## config.mk

```make
export PLATFORM = sky130hd
export DESIGN_NAME = pse_irq_top
export DESIGN_NICKNAME = d
export VERILOG_FILES = /design/src/verilog/pse_pkg.sv /design/src/verilog/irq_link_if.sv /design/src/verilog/chan_event_bank.sv /design/src/verilog/irq_summary_core.sv /design/src/verilog/pse_irq_top.sv
export VERILOG_INCLUDE_DIRS = /design/src /design/src/verilog
export SDC_FILE = /design/constraint.sdc
export NUM_CORES = 1
export LEC_CHECK = 0
export BUFFER_PORTS_ARGS = -buffer_cell sky130_fd_sc_hd__clkbuf_2
export CAP_MARGIN = 30
export CORE_AREA = 2 2 120 122
export CTS_CLUSTER_SIZE = 8
export DETAILED_ROUTE_END_ITERATION = 7
export DIE_AREA = 0 0 122 124
export GPL_ROUTABILITY_DRIVEN = 0
export GPL_TIMING_DRIVEN = 0
export PLACE_DENSITY_LB_ADDON = 0.2
export SYNTH_ARGS = -nofsm -noshare
export SYNTH_HDL_FRONTEND = slang
export SYNTH_SLANG_ARGS = --single-unit
```

## constraint.sdc

```tcl
create_clock -name clk -period 2.87 [get_ports clk]
set_input_delay 0.861 -clock clk [delete_from_list [all_inputs] [get_ports clk]]
set_output_delay 0.861 -clock clk [all_outputs]
set_load 0.005 [all_outputs]
```

## src/verilog/pse_consts.svh

```systemverilog
// register offsets, field positions, reset values and masks
`ifndef PSE_CONSTS_SVH
`define PSE_CONSTS_SVH

`define ADDR_IRQ_SUMMARY      8'h00
`define ADDR_IRQ_MASK         8'h01
`define ADDR_GLOBAL_CMD       8'h0b
`define ADDR_C4_EVENT         8'h40
`define ADDR_C4_EVENT_RDCLR   8'h41
`define ADDR_C4_DET_CLASS     8'h42
`define ADDR_C4_POWER         8'h43
`define ADDR_C4_SETUP         8'h44
`define ADDR_C4_OVL_TIMER     8'h45
`define ADDR_C4_OC_THRESH     8'h46
`define ADDR_C4_CMD           8'h47
`define ADDR_C4_CUR_LO        8'h49
`define ADDR_C4_CUR_HI        8'h4a
`define ADDR_C4_VOLT_LO       8'h4b
`define ADDR_C4_VOLT_HI       8'h4c
`define ADDR_C4_DET_RES       8'h4d

`define GCMD_CLEAR_ALL_BIT    7
`define GCMD_RELEASE_BIT      6

`define SETUP_LEGACY_BIT      7
`define SETUP_SPAN_BIT        6
`define SETUP_DISC_BIT        5
`define SETUP_PRIO_BIT        4
`define SETUP_CLASS_EN_BIT    3
`define SETUP_DET_EN_BIT      2
`define SETUP_MODE_HI         1
`define SETUP_MODE_LO         0

`define RST_MASK              8'h00
`define RST_SETUP             8'h00
`define RST_OVL_TIMER         8'h00
`define RST_OC_THRESH         8'h54
`define RST_BYTE              8'h00

`define DET_CLASS_VALID       8'h77
`define POWER_VALID           8'h0f
`define OVL_TIMER_VALID       8'h6f
`define OC_THRESH_VALID       8'h7f
`define CMD_VALID             8'h1f

`define BITS_PER_BYTE         4'h8
`define DEV_ADDR_DEFAULT      7'h20

`endif

```

## src/verilog/pse_pkg.sv

```systemverilog
// types shared by the summary/interrupt design
package pse_pkg;

   typedef enum logic [8:0] {
      L_IDLE     = 9'h001,
      L_ADDR     = 9'h002,
      L_ADDR_ACK = 9'h004,
      L_PTR      = 9'h008,
      L_WR_ACK   = 9'h010,
      L_WDATA    = 9'h020,
      L_RDATA    = 9'h040,
      L_RD_ACK   = 9'h080,
      L_RLOAD    = 9'h100
   } link_state_t;

   typedef struct packed {
      link_state_t st;
      logic        scl_q;
      logic        sda_q;
      logic [3:0]  bitcnt;
      logic [7:0]  shreg;
      logic [7:0]  ptr;
      logic        rw;
      logic        sda_drive;
      logic [7:0]  mask;
      logic [7:0]  setup;
      logic [7:0]  otimer;
      logic [7:0]  ithr;
      logic [7:0]  cmd;
      logic        clr_all;
      logic        release_pin;
      logic        rd_clr;
   } top_state_t;

endpackage : pse_pkg

```

## src/verilog/irq_link_if.sv

```systemverilog
// carrier between the register front end and the summary core
`timescale 1ns/1ps
`default_nettype none
interface irq_link_if;
   logic [7:0] sources;
   logic [7:0] mask;
   logic       clr_all;
   logic       release_pin;
   logic [7:0] summary;
   logic       int_n;

   modport core (input sources, input mask, input clr_all,
                 input release_pin, output summary, output int_n);
   modport ctl  (output sources, output mask, output clr_all,
                 output release_pin, input summary, input int_n);
endinterface : irq_link_if
`default_nettype wire

```

## src/verilog/chan_event_bank.sv

```systemverilog
// sticky event flags of one channel with a read-to-clear path
`timescale 1ns/1ps
`default_nettype none
module chan_event_bank #(
   parameter int WIDTH = 8
) (
   input  wire logic             clk,
   input  wire logic             rst,
   input  wire logic [WIDTH-1:0] event_set,
   input  wire logic             rd_clr,
   output logic      [WIDTH-1:0] flags,
   output logic                  any
);
   typedef struct packed {
      logic [WIDTH-1:0] flags;
   } bank_state_t;

   bank_state_t r;
   bank_state_t next_r;

   // a new event in the clearing cycle survives the clear
   always_comb begin
      next_r = r;
      next_r.flags = event_set | (rd_clr ? '0 : r.flags);
   end

   always_ff @(posedge clk) begin
      if (rst) begin
         r <= '0;
      end else begin
         r <= next_r;
      end
   end

   assign flags = r.flags;
   assign any   = |r.flags;
endmodule : chan_event_bank
`default_nettype wire

```

## src/verilog/irq_summary_core.sv

```systemverilog
// summary register and interrupt pin gating
`timescale 1ns/1ps
`default_nettype none
module irq_summary_core (
   input  wire logic clk,
   input  wire logic rst,
   irq_link_if.core  lnk
);
   typedef struct packed {
      logic [7:0] prev_src;
      logic [7:0] summary;
      logic       released;
      logic       int_n;
   } core_state_t;

   core_state_t r;
   core_state_t next_r;

   always_comb begin
      logic [7:0] fresh;
      logic       pending;
      fresh  = '0;
      pending = 1'b0;
      next_r = r;
      next_r.prev_src = lnk.sources;
      fresh = lnk.sources & ~r.prev_src;
      // a bit falls with its source; clear-all loses to a fresh event
      next_r.summary = (lnk.clr_all ? 8'h00 : (r.summary & lnk.sources))
                       | fresh;
      if (|(fresh & lnk.mask)) begin
         next_r.released = 1'b0;
      end else if (lnk.release_pin) begin
         next_r.released = 1'b1;
      end
      // mask only gates the pin, never the stored bits
      pending = |(next_r.summary & lnk.mask);
      next_r.int_n = ~(pending & ~next_r.released);
   end

   always_ff @(posedge clk) begin
      if (rst) begin
         r <= '{prev_src: 8'h00, summary: 8'h00, released: 1'b0,
                int_n: 1'b1};
      end else begin
         r <= next_r;
      end
   end

   assign lnk.summary = r.summary;
   assign lnk.int_n   = r.int_n;
endmodule : irq_summary_core
`default_nettype wire

```

## src/verilog/pse_irq_top.sv

```systemverilog
// serial register front end, channel 4 registers and interrupt summary
`timescale 1ns/1ps
`default_nettype none
`include "pse_consts.svh"
module pse_irq_top #(
   parameter logic [6:0] DEV_ADDR = `DEV_ADDR_DEFAULT // arbitrary value
) (
   input  wire logic        clk,
   input  wire logic        rst,
   input  wire logic        scl,
   input  wire logic        sda_in,
   output logic             sda_out,
   output logic             sda_oe,
   output logic             int_n,
   input  wire logic [2:0]  other_port_events,
   input  wire logic [3:0]  global_event_hi,
   input  wire logic [7:0]  chan4_event_set,
   input  wire logic [7:0]  chan4_detect_class,
   input  wire logic [7:0]  chan4_power,
   input  wire logic [15:0] chan4_current,
   input  wire logic [15:0] chan4_voltage,
   input  wire logic [7:0]  chan4_detres,
   output logic             chan4_legacy_en,
   output logic             chan4_span,
   output logic             chan4_disconnect_en,
   output logic             chan4_priority,
   output logic             chan4_class_en,
   output logic             chan4_detect_en,
   output logic [1:0]       chan4_mode,
   output logic [7:0]       chan4_overload_timer,
   output logic [7:0]       chan4_current_limit,
   output logic [7:0]       chan4_command
);
   pse_pkg::top_state_t r;
   pse_pkg::top_state_t next_r;

   irq_link_if lnk ();

   logic [7:0] c4_flags;
   logic       c4_any;

   chan_event_bank #(
      .WIDTH     (8)
   ) u_c4_bank (
      .clk       (clk),
      .rst       (rst),
      .event_set (chan4_event_set),
      .rd_clr    (r.rd_clr),
      .flags     (c4_flags),
      .any       (c4_any)
   );

   irq_summary_core u_core (
      .clk (clk),
      .rst (rst),
      .lnk (lnk.core)
   );

   // sources: global high nibble, then channel 4 and the other three
   assign lnk.sources     = {global_event_hi, c4_any,
                             other_port_events};
   assign lnk.mask        = r.mask;
   assign lnk.clr_all     = r.clr_all;
   assign lnk.release_pin = r.release_pin;

   // register read mux; reserved bits and unmapped addresses read zero
   function automatic logic [7:0] reg_read(input logic [7:0] a);
      logic [7:0] d;
      d = `RST_BYTE;
      if (a == `ADDR_IRQ_SUMMARY) begin
         d = lnk.summary;
      end else if (a == `ADDR_IRQ_MASK) begin
         d = r.mask;
      end else if (a == `ADDR_C4_EVENT) begin
         d = c4_flags;
      end else if (a == `ADDR_C4_EVENT_RDCLR) begin
         d = c4_flags;
      end else if (a == `ADDR_C4_DET_CLASS) begin
         d = chan4_detect_class & `DET_CLASS_VALID;
      end else if (a == `ADDR_C4_POWER) begin
         d = chan4_power & `POWER_VALID;
      end else if (a == `ADDR_C4_SETUP) begin
         d = r.setup;
      end else if (a == `ADDR_C4_OVL_TIMER) begin
         d = r.otimer;
      end else if (a == `ADDR_C4_OC_THRESH) begin
         d = r.ithr;
      end else if (a == `ADDR_C4_CUR_LO) begin
         d = chan4_current[7:0];
      end else if (a == `ADDR_C4_CUR_HI) begin
         d = chan4_current[15:8];
      end else if (a == `ADDR_C4_VOLT_LO) begin
         d = chan4_voltage[7:0];
      end else if (a == `ADDR_C4_VOLT_HI) begin
         d = chan4_voltage[15:8];
      end else if (a == `ADDR_C4_DET_RES) begin
         d = chan4_detres;
      end
      return d;
   endfunction : reg_read

   always_comb begin
      logic rise;
      logic fall;
      logic start_c;
      logic stop_c;
      logic [7:0] rd;
      rise    = 1'b0;
      fall    = 1'b0;
      start_c = 1'b0;
      stop_c  = 1'b0;
      rd      = `RST_BYTE;
      next_r  = r;
      next_r.scl_q       = scl;
      next_r.sda_q       = sda_in;
      next_r.cmd         = `RST_BYTE;
      next_r.clr_all     = 1'b0;
      next_r.release_pin = 1'b0;
      next_r.rd_clr      = 1'b0;
      rise    = ~r.scl_q & scl;
      fall    = r.scl_q & ~scl;
      start_c = r.scl_q & scl & r.sda_q & ~sda_in;
      stop_c  = r.scl_q & scl & ~r.sda_q & sda_in;
      rd      = reg_read(r.ptr);

      if (start_c) begin
         next_r.st        = pse_pkg::L_ADDR;
         next_r.bitcnt    = 4'h0;
         next_r.sda_drive = 1'b0;
      end else if (stop_c) begin
         next_r.st        = pse_pkg::L_IDLE;
         next_r.sda_drive = 1'b0;
      end else if (rise) begin
         case (r.st)
            pse_pkg::L_ADDR, pse_pkg::L_PTR, pse_pkg::L_WDATA: begin
               next_r.shreg  = {r.shreg[6:0], sda_in};
               next_r.bitcnt = r.bitcnt + 4'h1;
            end
            pse_pkg::L_RD_ACK: begin
               // a high ninth bit is the host's not-acknowledge
               next_r.st = sda_in ? pse_pkg::L_IDLE : pse_pkg::L_RLOAD;
            end
            default: begin
               next_r.st = r.st;
            end
         endcase
      end else if (fall) begin
         case (r.st)
            pse_pkg::L_ADDR: begin
               if (r.bitcnt == `BITS_PER_BYTE) begin
                  if (r.shreg[7:1] == DEV_ADDR) begin
                     next_r.rw        = r.shreg[0];
                     next_r.sda_drive = 1'b1;
                     next_r.st        = pse_pkg::L_ADDR_ACK;
                  end else begin
                     next_r.st = pse_pkg::L_IDLE;
                  end
               end
            end
            pse_pkg::L_ADDR_ACK: begin
               next_r.bitcnt = 4'h0;
               if (r.rw) begin
                  next_r.shreg     = {rd[6:0], 1'b0};
                  next_r.sda_drive = ~rd[7];
                  next_r.bitcnt    = 4'h1;
                  next_r.st        = pse_pkg::L_RDATA;
                  next_r.rd_clr    = (r.ptr == `ADDR_C4_EVENT_RDCLR);
                  next_r.ptr       = r.ptr + 8'h01;
               end else begin
                  next_r.sda_drive = 1'b0;
                  next_r.st        = pse_pkg::L_PTR;
               end
            end
            pse_pkg::L_PTR: begin
               if (r.bitcnt == `BITS_PER_BYTE) begin
                  next_r.ptr       = r.shreg;
                  next_r.sda_drive = 1'b1;
                  next_r.st        = pse_pkg::L_WR_ACK;
               end
            end
            pse_pkg::L_WDATA: begin
               if (r.bitcnt == `BITS_PER_BYTE) begin
                  // writes to reserved or read-only offsets do nothing
                  if (r.ptr == `ADDR_IRQ_MASK) begin
                     next_r.mask = r.shreg;
                  end else if (r.ptr == `ADDR_GLOBAL_CMD) begin
                     next_r.clr_all =
                        r.shreg[`GCMD_CLEAR_ALL_BIT];
                     next_r.release_pin =
                        r.shreg[`GCMD_RELEASE_BIT];
                  end else if (r.ptr == `ADDR_C4_SETUP) begin
                     next_r.setup = r.shreg;
                  end else if (r.ptr == `ADDR_C4_OVL_TIMER) begin
                     next_r.otimer = r.shreg & `OVL_TIMER_VALID;
                  end else if (r.ptr == `ADDR_C4_OC_THRESH) begin
                     next_r.ithr = r.shreg & `OC_THRESH_VALID;
                  end else if (r.ptr == `ADDR_C4_CMD) begin
                     next_r.cmd = r.shreg & `CMD_VALID;
                  end
                  next_r.ptr       = r.ptr + 8'h01;
                  next_r.sda_drive = 1'b1;
                  next_r.st        = pse_pkg::L_WR_ACK;
               end
            end
            pse_pkg::L_WR_ACK: begin
               next_r.sda_drive = 1'b0;
               next_r.bitcnt    = 4'h0;
               next_r.st        = pse_pkg::L_WDATA;
            end
            pse_pkg::L_RDATA: begin
               if (r.bitcnt == `BITS_PER_BYTE) begin
                  next_r.sda_drive = 1'b0;
                  next_r.st        = pse_pkg::L_RD_ACK;
               end else begin
                  next_r.sda_drive = ~r.shreg[7];
                  next_r.shreg     = {r.shreg[6:0], 1'b0};
                  next_r.bitcnt    = r.bitcnt + 4'h1;
               end
            end
            pse_pkg::L_RLOAD: begin
               // next byte of a burst read, pointer auto-increments
               next_r.shreg     = {rd[6:0], 1'b0};
               next_r.sda_drive = ~rd[7];
               next_r.bitcnt    = 4'h1;
               next_r.st        = pse_pkg::L_RDATA;
               next_r.rd_clr    = (r.ptr == `ADDR_C4_EVENT_RDCLR);
               next_r.ptr       = r.ptr + 8'h01;
            end
            default: begin
               next_r.st = r.st;
            end
         endcase
      end
   end

   always_ff @(posedge clk) begin
      if (rst) begin
         r <= '{st: pse_pkg::L_IDLE, scl_q: 1'b1, sda_q: 1'b1,
                bitcnt: 4'h0, shreg: `RST_BYTE, ptr: `RST_BYTE,
                rw: 1'b0, sda_drive: 1'b0, mask: `RST_MASK,
                setup: `RST_SETUP, otimer: `RST_OVL_TIMER,
                ithr: `RST_OC_THRESH, cmd: `RST_BYTE,
                clr_all: 1'b0, release_pin: 1'b0, rd_clr: 1'b0};
      end else begin
         r <= next_r;
      end
   end

   // separate data-out pin: pulled low while driven
   assign sda_out = ~r.sda_drive;
   assign sda_oe  = r.sda_drive;
   assign int_n   = lnk.int_n;

   assign chan4_legacy_en      = r.setup[`SETUP_LEGACY_BIT];
   assign chan4_span           = r.setup[`SETUP_SPAN_BIT];
   assign chan4_disconnect_en  = r.setup[`SETUP_DISC_BIT];
   assign chan4_priority       = r.setup[`SETUP_PRIO_BIT];
   assign chan4_class_en       = r.setup[`SETUP_CLASS_EN_BIT];
   assign chan4_detect_en      = r.setup[`SETUP_DET_EN_BIT];
   assign chan4_mode           = r.setup[`SETUP_MODE_HI:`SETUP_MODE_LO];
   assign chan4_overload_timer = r.otimer;
   assign chan4_current_limit  = r.ithr;
   assign chan4_command        = r.cmd;
endmodule : pse_irq_top
`default_nettype wire

```

==> reports/metrics.cfg <==
[outcome]
outcome = finished clean

[cts]
cts_inserted_buffers = 9
clk_path_buf_depth = 2
cts.sinks = 96
cts_tree = yes
h-tree-depth = 3
cts.reportedPaths.clkPinSlew_ns = 0.08
clk-insertion-delay-late_ns = 0.37
cts_root_buffer = clkbuf_16

[synthesis]
synth_edf_count = 0
synth_cells = 786
syn_area_mm2 = 0.00614
yosysWarnings = 0
synth_area_leader_cell = dfxtp_1
synth_area_leaders = dfxtp_1, nor2_1, a21oi_1, mux2i_1, nand2_1
synth.distinct_cells = 78
synth_top_cells_by_count = dfxtp_1, nor2_1, a21oi_1, nand2_1, clkbuf_1
syn_avg_cell_area_um2 = 7.81
seq_area_frac_synth = 0.313
synth-async-reset-ratio = 0
synth_most_common_cell = dfxtp_1
synth_flop_cell = dfxtp_1
synth_top_area_frac = 0.313
synth_seq_cells = 96

[detailed_routing]
routed_via_density = 6.13
first_pass_iters = 5
vias = 6660
wl_per_cell_um = 20.2
ant_nets = 0
drt_iter0_markers = 869
drc = 0
finalWirelength_um = 22000

[worst_setup_path]
reg2reg_depth = 8
worst_ep_required_time_ns = 3.16
critPathMaxFanout = 9
criticalPathCategory = reg -> reg
arrival_ns = 3.12
start_kind = flip-flop
end_kind = flip-flop

[floorplanning]
dieArea_mm2 = 0.0151
die_w_um = 122
dieHeight_um = 124
start_util = 0.448
rows = 43
io-pin-count = 110
core_area_mm2 = 0.0137

[flow_run]
cap_violations = 0

[timing]
tightest_slew_ns = 0.792
post-route-period-util = 0.987
finClkSkew_ns = 0.0137
hold_viol_final = 0
relSlewSlack = 0.472
fmax_ghz = 0.353
worst_slack_ns = 0.0360
final.min_clock_period_ns = 2.83
final_max_slew_viol_count = 0
setup_viol = 0
rsz0062_at_grt = yes
whs_ns = 0.486

[pwr]
power_frac_comb = 0.086
p_sw_frac = 0.270
power_leakage_nw = 2.73
seq_power_share = 0.483
internal-power_w = 0.00209
ir_drop_uv = 532
powerDensity_mw_per_mm2 = 392
clock_power_share = 0.431
p_sw_w = 0.000773

[placed_design]
dp_slack_ns = -0.781
buffer_ports.inserted = 97
post-place-cells = 1068
place_hpwl_um = 16500

[global_route]
grt_use_total = 0.293
grt_pass1_vias = 6056
grt_pass1_wl_um = 33700
grt_overflow = 0
grt_max_degree = 19
antenna_found_initial = 0

[cells_and_area]
syn2layout_area_growth_pct = 19.0
layout-drive-gt1-share = 0.226
diodes = 0
post-route-util = 0.533
fin_nets = 987
final_cells = 1087

[hold_path]
holdPathStages = 2
hp-class = reg -> reg

## worst max-delay path: stages, from the launching register on
cell	delay [ns]
dfxtp_1	0.30
clkbuf_1	0.22
or4b_2	0.71
clkbuf_1	0.29
nor2_4	0.31
o21ai_0	0.13
a211oi_1	0.43
o21ai_0	0.16
a32oi_1	0.21
## path summary, 6_finish.rpt
check | slack [ns] | endpoint | start
setup / recovery | 0.04 | r[57] | r[48]
setup reg to reg | 0.04 | r[57] | r[48]
hold reg to reg | 0.49 | chan4_current_limit[0] | chan4_current_limit[0]
hold / removal | 0.49 | chan4_current_limit[0] | chan4_current_limit[0]
## kinds of logic (layout without fill, tap and decap cells)
logic type,after synthesis,after routing,synth area share
muxes,28,28,0.0458
and+or+nand+nor,321,321,0.288
other,1,6,0.000611
adders and majority gates,10,10,0.0204
buffers and inverters,108,224,0.0860
AOI/OAI and AO/OA,218,218,0.241
xor gates and xnor gates,4,4,0.00570
DFF,96,96,0.313
## power by group through the flow
| stage | clock, W | combinational (W) | sequential (W) |
|---|---|---|---|
| 3_5_place_dp | 0 | 0.000236 | 0.00141 |
| 4_1_cts | 0.00126 | 0.000241 | 0.00138 |
| 2_1_floorplan | 0 | 0.000134 | 0.00140 |
| 3_3_place_gp | 0 | 0.000235 | 0.00141 |
| 6_report | 0.00123 | 0.000246 | 0.00139 |
| 5_1_grt | 0.00131 | 0.000267 | 0.00139 |
## cell usage in the layout, fill, tap and decap left out, types with 9 or more instances in the layout
master     synthesis  routed
nand2_1           56      55
clkbuf_2           3     107
buf_4             26      30
o22ai_1           15      15
nand3_1           32      32
nor2_1            83      83
nor3_1            12      10
a221oi_1          13      13
nand2b_1          12      11
buf_2             11      12
o21ai_0           30      29
nor4_1            10      10
dfxtp_1           96      96
clkbuf_1          36      27
nand3b_1           9       9
a22oi_1            9       9
ha_1              10      10
nor2b_1           15      15
and2_1            17      17
mux2i_1           27      27
nand4_1           10      10
inv_1             27      27
or2_2             11      11
o211ai_1          12      12
a21oi_1           56      55
a211oi_1          14      14
clkbuf_16          0       9
## per-stage QoR
step	instance area (um^2)	setup TNS [ns]	total power (W)
after global placement	6880	-33.54	0.00165
after detailed placement	6880	-33.59	0.00165
after global routing	7310	-0.0581	0.00297
final	7310	0	0.00287
after floorplan	6170	-0.0539	0.00154
after CTS	7250	0	0.00289
## per-layer routing
| layer | share of wire | routed length [um] | track usage |
|---|---|---|---|
| met5 | 0 | 0 | 0 |
| met4 | 0.034 | 737 | 0.108 |
| met3 | 0.10 | 2280 | 0.0797 |
| met2 | 0.44 | 9700 | 0.442 |
| met1 | 0.42 | 9240 | 0.400 |
## registers in the layout, indices dropped and copies added (netlist names), 2 cells and up
register / flops
u_c4_bank.flags: 8
u_core.lnk.summary: 8
chan4_current_limit: 7
chan4_command: 5
lnk.mask: 8
u_core.r: 9
chan4_mode: 2
r: 33
chan4_overload_timer: 6
## what timing repair did
action | in CTS | in global routing
hold buffers | 0 | 0
endpoints found under the setup margin | 47 | 20
setup buffers | 3 | 2
pin swaps | 4 | 2
hold endpoints to repair | 0 | 0
gates resized for setup | 11 | 16
## layout make-up
| cell class | count | area [um^2] |
|---|---|---|
| buffer | 77 | 422 |
| clock buffer | 10 | 239 |
| clock inverter | 6 | 61.3 |
| fill | 1400 | 6410 |
| inverter | 29 | 110 |
| multi-input combinational | 587 | 3790 |
| sequential | 96 | 1920 |
| tap | 180 | 225 |
| timing repair buffer | 102 | 536 |
Power figures use the tool's default switching activity.
